File: config.mk
export PLATFORM = sky130hd
export DESIGN_NAME = desb_bank
export DESIGN_NICKNAME = d
export VERILOG_FILES = /design/src/desb_bank.v
export VERILOG_INCLUDE_DIRS = /design/src
export SDC_FILE = /design/constraint.sdc
export NUM_CORES = 1
export LEC_CHECK = 0
export ABC_AREA = 1
export BUFFER_PORTS_ARGS = -buffer_cell sky130_fd_sc_hd__buf_2
export CAP_MARGIN = 40
export CORE_ASPECT_RATIO = 1.2
export CORE_UTILIZATION = 40
export CTS_CLUSTER_SIZE = 40
export DETAILED_ROUTE_END_ITERATION = 8
export MAX_ROUTING_LAYER = met4
export PLACE_DENSITY = 0.74
export SETUP_SLACK_MARGIN = 0.02
export SYNTH_ARGS = -nofsm -noshare
export SYNTH_HDL_FRONTEND = slang
export SYNTH_SLANG_ARGS = --single-unit
File: constraint.sdc
create_clock -name i_clk -period 2.3 [get_ports i_clk]
set_input_delay 0.46 -clock i_clk [delete_from_list [all_inputs] [get_ports i_clk]]
set_output_delay 0.46 -clock i_clk [all_outputs]
set_load 0.005 [all_outputs]
File: src/desb_map.vh
`ifndef DESB_MAP_VH
`define DESB_MAP_VH

// ****************************************
// register indices (byte address = 4 * index)
// ****************************************
`define DESB_IDX_MEM_ERR 8'h01
`define DESB_IDX_CFG_ERR 8'h02
`define DESB_IDX_SAVE_WM 8'h13
`define DESB_IDX_SUMMARY 8'h00
`define DESB_IDX_IRQ_STAT 8'h20
`define DESB_IDX_IRQ_MASK 8'h21
`define DESB_IDX_MODE_CTRL 8'h22

// ****************************************
// field positions
// ****************************************
`define DESB_MEM_NVM_BIT 4
`define DESB_MEM_SET_BIT 6
`define DESB_MEM_MDATA_BIT 9
`define DESB_MEM_MMIS_BIT 12
`define DESB_CFG_ARR_BIT 8
`define DESB_SUM_MEM_BIT 0
`define DESB_SUM_CFG_BIT 1
`define DESB_SWM_SAVE_BIT 1
`define DESB_SWM_REG_BIT 3
`define DESB_SWM_MODE_BIT 8
`define DESB_SWM_MATCH_BIT 9

// ****************************************
// reset values and masks
// ****************************************
`define DESB_MASK_RST 16'h0000
`define DESB_STAT_RST 16'h0000
`define DESB_MODE_RST 1'b0

`endif

File: src/desb_bank.v
`timescale 1ns/1ps
// Contract
// - error word bits 4,6,9,12 flag nvm, setting, model data, model mismatch faults.
// - configuration word bit 8 set when unit sits left of leftmost head unit.
// - status word bit 1 set when second ram save area save was cut short.
// - status word bit 3 set when configuration or read-list registration was cut short.
// - status word bit 8 shows write mode: 0 backup, 1 ram-only.
// - status word bit 9 is 1 when working settings differ from stored copy.
// - summary word bit 1 set whenever any configuration error flag is active.
`include "desb_map.vh"

module desb_bank (
  // clock and reset
  input wire i_clk,
  input wire i_rst,
  // avalon-mm slave
  input wire [9:0] i_avs_address,
  input wire i_avs_read,
  input wire i_avs_write,
  input wire [31:0] i_avs_writedata,
  output reg [31:0] o_avs_readdata,
  output wire o_avs_waitrequest,
  // health sources, levels from device logic
  input wire i_nvm_fault,
  input wire i_setting_fault,
  input wire i_model_data_fault,
  input wire i_model_mismatch_fault,
  input wire i_illegal_arrangement,
  input wire i_save_area_incomplete,
  input wire i_registration_incomplete,
  input wire i_ram_differs_nvm,
  // write mode to the rest of the device
  output wire o_ram_only_mode,
  // interrupt
  output wire o_irq
);

  // ****************************************
  // internal state
  // ****************************************

  // status words as software sees them
  reg [15:0] mem_err;
  reg [15:0] cfg_err;
  reg [15:0] save_wm;

  // next values of the status words
  reg [15:0] next_mem_err;
  reg [15:0] next_cfg_err;
  reg [15:0] next_save_wm;

  // write mode chosen by software
  reg mode_ram_only;
  reg next_mode_ram_only;

  // interrupt status and mask
  reg [15:0] irq_stat;
  reg [15:0] irq_mask;
  reg [15:0] next_irq_stat;
  reg [15:0] next_irq_mask;

  // bus handshake and read path
  reg ack;
  reg next_ack;
  reg [31:0] next_readdata;

  // decoded bus strobes
  wire [7:0] idx;
  wire req;
  wire take_rd;
  wire take_wr;
  wire done_wr;

  // derived words
  wire [15:0] summary;
  wire [15:0] events;
  wire mem_any;
  wire cfg_any;

  // ****************************************
  // bus decode
  // ****************************************

  // word index; byte lanes inside a word are ignored
  assign idx = i_avs_address[9:2];

  // any request on the bus
  assign req = i_avs_read | i_avs_write;

  // first cycle of an access, when the slave takes it
  assign take_rd = i_avs_read & ~ack;
  assign take_wr = i_avs_write & ~ack;

  // completing cycle of a write; the write lands where waitrequest is low
  assign done_wr = i_avs_write & ack;

  // ****************************************
  // status word next values
  // ****************************************

  // memory fault bits
  // unused positions stay zero by building from the reset word
  always @* begin
    next_mem_err = `DESB_STAT_RST;
    next_mem_err[`DESB_MEM_NVM_BIT] = i_nvm_fault;
    next_mem_err[`DESB_MEM_SET_BIT] = i_setting_fault;
    next_mem_err[`DESB_MEM_MDATA_BIT] = i_model_data_fault;
    next_mem_err[`DESB_MEM_MMIS_BIT] = i_model_mismatch_fault;
  end

  always @* begin
    next_cfg_err = `DESB_STAT_RST;
    next_cfg_err[`DESB_CFG_ARR_BIT] = i_illegal_arrangement;
  end

  // save faults, write mode and match flag
  always @* begin
    next_save_wm = `DESB_STAT_RST;
    next_save_wm[`DESB_SWM_SAVE_BIT] = i_save_area_incomplete;
    next_save_wm[`DESB_SWM_REG_BIT] = i_registration_incomplete;
    next_save_wm[`DESB_SWM_MODE_BIT] = mode_ram_only;
    next_save_wm[`DESB_SWM_MATCH_BIT] = i_ram_differs_nvm;
  end

  // ****************************************
  // status word registers
  // ****************************************

  // memory word follows its sources one cycle late
  always @(posedge i_clk) begin
    if (i_rst) begin
      mem_err <= `DESB_STAT_RST;
    end else begin
      mem_err <= next_mem_err;
    end
  end

  // configuration word, same one cycle lag
  always @(posedge i_clk) begin
    if (i_rst) begin
      cfg_err <= `DESB_STAT_RST;
    end else begin
      cfg_err <= next_cfg_err;
    end
  end

  // save and mode word, same one cycle lag
  always @(posedge i_clk) begin
    if (i_rst) begin
      save_wm <= `DESB_STAT_RST;
    end else begin
      save_wm <= next_save_wm;
    end
  end

  // ****************************************
  // summary and interrupt events
  // ****************************************

  // any flag in a word counts as an error of that word
  assign mem_any = |mem_err;
  assign cfg_any = |cfg_err;

  assign summary = {14'h0000, cfg_any, mem_any};

  // events share the summary layout plus the two save faults
  assign events = {12'h000, save_wm[`DESB_SWM_REG_BIT], save_wm[`DESB_SWM_SAVE_BIT], summary[1:0]};

  // read clear loses to a new event in the same cycle
  // clearing at the take edge keeps it in step with the read snapshot
  always @* begin
    if (take_rd && (idx == `DESB_IDX_IRQ_STAT)) begin
      next_irq_stat = events;
    end else begin
      next_irq_stat = irq_stat | events;
    end
  end

  // sticky interrupt status
  always @(posedge i_clk) begin
    if (i_rst) begin
      irq_stat <= `DESB_STAT_RST;
    end else begin
      irq_stat <= next_irq_stat;
    end
  end

  // ****************************************
  // software writable registers
  // ****************************************

  // only mask is written by this block
  // only four event bits exist, so upper mask bits stay zero
  always @* begin
    if (done_wr && (idx == `DESB_IDX_IRQ_MASK)) begin
      next_irq_mask = {12'h000, i_avs_writedata[3:0]};
    end else begin
      next_irq_mask = irq_mask;
    end
  end

  // interrupt mask register
  always @(posedge i_clk) begin
    if (i_rst) begin
      irq_mask <= `DESB_MASK_RST;
    end else begin
      irq_mask <= next_irq_mask;
    end
  end

  // status words ignore writes
  // a write to any status index falls through and changes nothing
  always @* begin
    if (done_wr && (idx == `DESB_IDX_MODE_CTRL)) begin
      next_mode_ram_only = i_avs_writedata[0];
    end else begin
      next_mode_ram_only = mode_ram_only;
    end
  end

  // write mode register, backup mode after reset
  always @(posedge i_clk) begin
    if (i_rst) begin
      mode_ram_only <= `DESB_MODE_RST;
    end else begin
      mode_ram_only <= next_mode_ram_only;
    end
  end

  // ****************************************
  // bus slave
  // ****************************************

  // one wait state on every access so read data comes from a flop
  assign o_avs_waitrequest = req & ~ack;

  // ack is high for the single completing cycle of each access
  always @* begin
    next_ack = req & ~ack;
  end

  // handshake state
  always @(posedge i_clk) begin
    if (i_rst) begin
      ack <= 1'b0;
    end else begin
      ack <= next_ack;
    end
  end

  always @* begin
    if (idx == `DESB_IDX_SUMMARY) begin
      next_readdata = {16'h0000, summary};
    end else if (idx == `DESB_IDX_MEM_ERR) begin
      next_readdata = {16'h0000, mem_err};
    end else if (idx == `DESB_IDX_CFG_ERR) begin
      next_readdata = {16'h0000, cfg_err};
    end else if (idx == `DESB_IDX_SAVE_WM) begin
      next_readdata = {16'h0000, save_wm};
    end else if (idx == `DESB_IDX_IRQ_STAT) begin
      next_readdata = {16'h0000, irq_stat};
    end else if (idx == `DESB_IDX_IRQ_MASK) begin
      next_readdata = {16'h0000, irq_mask};
    end else if (idx == `DESB_IDX_MODE_CTRL) begin
      next_readdata = {31'h00000000, mode_ram_only};
    end else begin
      next_readdata = 32'h00000000;
    end
  end

  // read data latched at the take edge, held until the next read
  always @(posedge i_clk) begin
    if (i_rst) begin
      o_avs_readdata <= 32'h00000000;
    end else if (take_rd) begin
      o_avs_readdata <= next_readdata;
    end
  end

  // ****************************************
  // outputs
  // ****************************************

  // level interrupt while any unmasked event is pending
  assign o_irq = |(irq_stat & irq_mask);

  // write mode for the rest of the device
  assign o_ram_only_mode = mode_ram_only;

  // take_wr is kept for symmetry with the read side
  // a write does its work on the completing edge instead

endmodule

==> flow_summary_export.csv, run 1 <==
group,metric,value,unit
floorplan,die_y,67.19,µm
global_route,grt_pass1_wl,4.678,mm
clocking,cts_tree,"done",
layout,syn2layout_area_growth,13.25,%
drt,drtPass1Iterations,4,
yosys,synthTopCellsByArea,"dfxtp_1, buf_4, nand2_1",
pwr,seqPwrFrac,51.6,%
global_route,grt_use_total,15.98,%
min_path,hold_path.class,"in -> reg",
placed_design,gp_congestion,0.8579,
floorplan,start_util,42.07,%
clocking,cts_hold_buf,0,
timing,fin_worst_skew,0.006594,ns
yosys,synth_ff_type,"dfxtp_1",
job,cap_violations,0,
worst_setup_path,cp-start-kind,"flip-flop",
timing,grt_setup_unrepaired,"no",
placed_design,hpwl,2.071,mm
worst_setup_path,endpoint_kind,"primary output",
drt,routed_wl,2.676,mm
pwr,combPwrFrac,9.9,%
clocking,ctsResizeCount,0,
yosys,syn_area_per_cell,7.082,µm²
clocking,numClockSinks,28,
timing,slew_violations,0,
drt,vias,1241,
pwr,power-per-cell-area,618.0,nW/µm²
yosys,synth_top_area_cell,"dfxtp_1",
yosys,ys_types,19,
worst_setup_path,cp.required,1.84,ns
global_route,grtUsageMet3,1.149,%
layout,nets,290,
global_route,grt_pass1_vias,1119,
floorplan,core,3367,µm²
worst_setup_path,worstSetupPathType,"reg -> out",
clocking,htree_levels,1,
outcome,outcome,"finished clean",
clocking,root_buffer,"clkbuf_8",
floorplan,io_pins,89,
timing,fin_crit,1.424,ns
yosys,mappedNetlistArea,1416,µm²
yosys,synth_common_cells,"nand2_1, dfxtp_1, nor2_1",
clocking,post_cts_buffers,0,
pwr,power.switching,221.6,µW
layout,diodes,0,
placed_design,io_buffers,35,
worst_setup_path,cp.arrival,0.96,ns
yosys,yosysMostFrequentCell,"nand2_1",
timing,fin_crit_sh,61.91,%
global_route,grt_use_met1,19.06,%
pwr,p_int,769.8,µW
clocking,tritoncts.num_buffers,3,
drt,vias_per_cell,4.563,
global_route,grtUsageMet2,26.64,%
timing,fmax,702.2,MHz
drt,drc,0,
yosys,synthArstFlopShare,0,%
timing,setup_viol,0,
global_route,antenna_found_initial,0,
pwr,ir_drop,0.3741,mV
clocking,cts_buffer_depth,2,
drt,ant_nets,0,
worst_setup_path,worstPathMaxFanout,3,
layout,drive_gt1_share,22.55,%
timing,tns,0,ns
yosys,synth_top_area_share,39.58,%
floorplan,dieWidth,56.32,µm
global_route,top_usage_layer,"met2",
yosys,ys_ff_latch,28,
global_route,grt.overflow.total,0,
yosys,synth_edf_count,0,
layout,multiInputGateArea,660.6,µm²
drt,avgRoutedWirePerCell,9.838,µm
pwr,p_leak,0.0007926,µW
yosys,yosys_warnings,0,
floorplan,dieArea,3784,µm²
clocking,clk_pin_slew,0.09,ns
timing,hold_violations,0,
global_route,grt_max_degree,26,
drt,drt_iter0_drc,35,
pwr,swShare,22.35,%
yosys,synthCells,200,
clocking,clock_latency,0.28,ns
pwr,p_clk_share,38.5,%
layout,seq_area,560.5,µm²
yosys,yosysSeqAreaShare,39.58,%
floorplan,rows,23,
layout,fill_cells,378,
pwr,finalPower,991.3,µW
[through the flow]
step / std cells / hold slack, ns / util (%) / setup slack, ns / area (µm²)
after floorplan: 222 / 0.4374 / - / 1.093 / 1499
after global placement: 268 / 0.4535 / 45.52 / 0.8447 / 1533
after detailed placement: 268 / 0.4611 / 45.52 / 0.8004 / 1533
after CTS: 272 / 0.3736 / 47.64 / 0.8961 / 1604
after global routing: 272 / 0.3800 / 47.64 / 0.8458 / 1604
final: 272 / 0.3757 / 47.64 / 0.8760 / 1604
[cell usage in the layout, fill, tap and decap left out, types with 3 or more instances in the layout]
master     n
nand2_1   41
buf_2     35
dfxtp_1   28
nor2_1    27
conb_1    23
inv_1     21
nand3_1   21
a21oi_1   15
nand3_2    4
nor2_2     4
nor2_4     3
o21ai_0    3
clkbuf_8   3
[path summary, 6_finish.rpt]
path	cells after the start	end	startpoint	slack, ns
setup / recovery	3	o_irq	irq_mask[2]$_SDFFE_PP0P_	0.88
hold / removal	3	mem_err[9]$_SDFF_PP0_	i_model_data_fault	0.38
hold reg to reg	2	o_avs_readdata[4]$_SDFFE_PP0P_	o_avs_readdata[4]$_SDFFE_PP0P_	0.47
setup reg to reg	6	o_avs_readdata[2]$_SDFFE_PP0P_	ack$_SDFF_PP0_	1.11
[power groups by stage]
stage	clock (µW)	combinational, µW	sequential, µW
finish	381	98.2	512
floorplan	0	90.0	520
global placement	0	96.3	523
CTS	387	98.2	512
detailed placement	0	97.9	523
global route	406	114	515
[registers in the layout, summed over array words and instances, names as in the netlist]
name,count
ack,1
cfg_err,1
irq_mask,4
irq_stat,4
mem_err,4
o_avs_readdata,9
o_ram_only_mode,1
save_wm,4
[metal layers]
metal  up-vias  routed length (µm)
met5         -                   0
met4         0                  83
met3        10                 121
met2        45                1276
met1       539                1196
li1        647                   -
[worst max-delay path, cell delays in order (launching register included)]
cell	delay (ns)
dfxtp_1	0.39
nand2_1	0.07
nand4_1	0.11
buf_2	0.13
[cell families (layout without fill, tap and decap cells)]
family	count (synthesis)	count (layout)	synth area share, %
buffers and inverters	49	62	19.61
AND/OR/NAND/NOR	104	104	34.19
AO/OA/AOI/OAI	18	18	6.360
other	1	23	0.2648
flip-flops	28	28	39.58
[final cells by class]
| class | count | area share [%] |
|---|---|---|
| well taps | 37 | 2.886 |
| repair buffers | 36 | 11.39 |
| inverters | 22 | 5.148 |
| clock inverters | 1 | 1.872 |
| clock buffers | 3 | 2.574 |
| flip-flops and latches | 28 | 34.95 |
| multi-input cells | 145 | 41.19 |
(Power assumes the default switching activity.)
==> inputs of run 2 (changes only) <==
CORE_UTILIZATION = 38   (was 40)
PLACE_DENSITY = 0.73   (was 0.74)
clock period = 1.27 ns   (was 2.3 ns; I/O delays follow)
==> flow_summary_export.csv, run 2 (same netlist as run 1, synthesis figures left out) <==
group,metric,value,unit
placed_design,io_buffers,35,
clocking,clk_pin_slew,0.10,ns
job,cap_violations,0,
placed_design,dp.cells,270,
worst_setup_path,worstPathMaxFanout,3,
worst_setup_path,cp.required,1.02,ns
placed_design,gp_congestion,0.8361,
worst_setup_path,endpoint_kind,"primary output",
layout,drive_gt1_share,23.21,%
clocking,root_buffer,"clkbuf_8",
timing,tns,0,ns
layout,largest_reg_flops,9,
pwr,ir_drop,0.4926,mV
worst_setup_path,cp-start-kind,"flip-flop",
clocking,tritoncts.num_buffers,3,
floorplan,core,3453,µm²
drt,routed_wl,2.756,mm
global_route,antenna_found_initial,0,
outcome,failed_checks,"design-rule violations",
layout,fill_cells,374,
outcome,outcome,"complete, but fails checks",
worst_setup_path,rr_worst_depth,5,
timing,slew_violations,0,
layout,regMostFlops,"o_avs_readdata",
layout,mostFrequentLayoutCell,"nand2_1",
timing,grt_setup_unrepaired,"no",
global_route,grt_pass1_vias,1097,
pwr,finalPower,1806,µW
clocking,cts_tree,"done",
min_path,hold_path.class,"in -> reg",
clocking,clock_latency,0.28,ns
floorplan,io_pins,89,
global_route,grt.overflow.total,0,
drt,drtPass1Iterations,9,
clocking,htree_levels,1,
floorplan,dieArea,3976,µm²
floorplan,dieWidth,57.73,µm
worst_setup_path,r2r_end,"o_avs_readdata[1]$_SDFFE_PP0P_",
clocking,cts_buffer_depth,2,
layout,layoutNonFillerInstCount,274,
clocking,ctsResizeCount,0,
floorplan,die_y,68.88,µm
min_path,min_path_cells,3,
layout,syn2layout_area_growth,14.31,%
worst_setup_path,rrSetupSlack,0.20,ns
min_path,min_to,"mem_err[12]$_SDFF_PP0_",
drt,drt_iter0_drc,75,
timing,fin_worst_skew,0.01028,ns
timing,fin_crit,1.211,ns
layout,diodes,0,
pwr,power-per-cell-area,1116,nW/µm²
placed_design,hpwl,2.178,mm
drt,ant_nets,0,
floorplan,rows,23,
layout,nets,292,
clocking,post_cts_buffers,0,
drt,avgRoutedWirePerCell,10.06,µm
clocking,cts_hold_buf,0,
timing,fmax,826.1,MHz
drt,vias,1241,
worst_setup_path,reg2reg_from,"ack$_SDFF_PP0_",
min_path,min_from,"i_model_mismatch_fault",
drt,drc,4,
global_route,grt_max_degree,17,
timing,hold_violations,0,
worst_setup_path,cp.arrival,0.96,ns
timing,setup_viol,0,
global_route,grt_use_total,15.13,%
worst_setup_path,worstSetupPathType,"reg -> out",
floorplan,start_util,41.01,%
pwr,p_leak,0.0008022,µW
layout,final_cell_mix,"nand2_1, buf_2, dfxtp_1, nor2_1, conb_1",
timing,fin_crit_sh,95.32,%
clocking,numClockSinks,28,
drt,vias_per_cell,4.529,
timing,hold_ws,0.1644,ns
global_route,grt_pass1_wl,4.409,mm
[run 2: changes by cell type in the layout (fill, tap and decap cells not counted), sizes merged]
cell,before,now
buf,36,38
[run 2: area by class of cell]
type,count,area [µm²],area share [%]
inverters,22,82.58,5.100
repair buffers,38,197.7,12.21
clock inverters,1,30.03,1.855
multi-input cells,145,660.6,40.80
well taps,37,46.29,2.859
flip-flops and latches,28,560.5,34.62
clock buffers,3,41.29,2.550
[run 2: metrics by stage]
step	setup WS [ns]	cell area [µm²]	utilization [%]
after global placement	0.04838	1548	44.82
after floorplan	0.2695	1499	-
after detailed placement	0.02187	1548	44.82
after CTS	0.07353	1619	46.88
final	0.05943	1619	46.88
after global routing	0.02953	1619	46.88
[run 2: worst max-delay path, cell delays in order, from the launching register on]
cell and delay (ns):
dfxtp_1 0.38, nand2_1 0.06, nand4_1 0.11, buf_2 0.12
[run 2: how the worst max path moves through the flow]
stage,startpoint,endpoint,slack [ns],cells past startpoint
after detailed placement,i_avs_address[3],irq_mask[0]$_SDFFE_PP0P_,0.02,7
after floorplan,i_avs_address[3],irq_mask[3]$_SDFFE_PP0P_,0.27,6
after global placement,i_avs_address[3],irq_mask[2]$_SDFFE_PP0P_,0.05,7
after CTS,irq_stat[0]$_SDFF_PP0_,o_irq,0.07,3
after global routing,irq_stat[0]$_SDFF_PP0_,o_irq,0.03,3
final,irq_stat[0]$_SDFF_PP0_,o_irq,0.06,3
[run 2: metal layers]
metal / routed length (µm) / vias up / global-route usage, %
met5: 0 / - / -
met4: 30 / 0 / 8.036
met3: 108 / 3 / 1.866
met2: 1454 / 36 / 28.78
met1: 1162 / 550 / 15.23
li1: - / 652 / -
[run 2: power by group]
part / total (µW) / internal [µW] / switching [µW]
Combinational: 182 / 68.7 / 114
Sequential: 929 / 907 / 22.0
Clock: 695 / 422 / 272
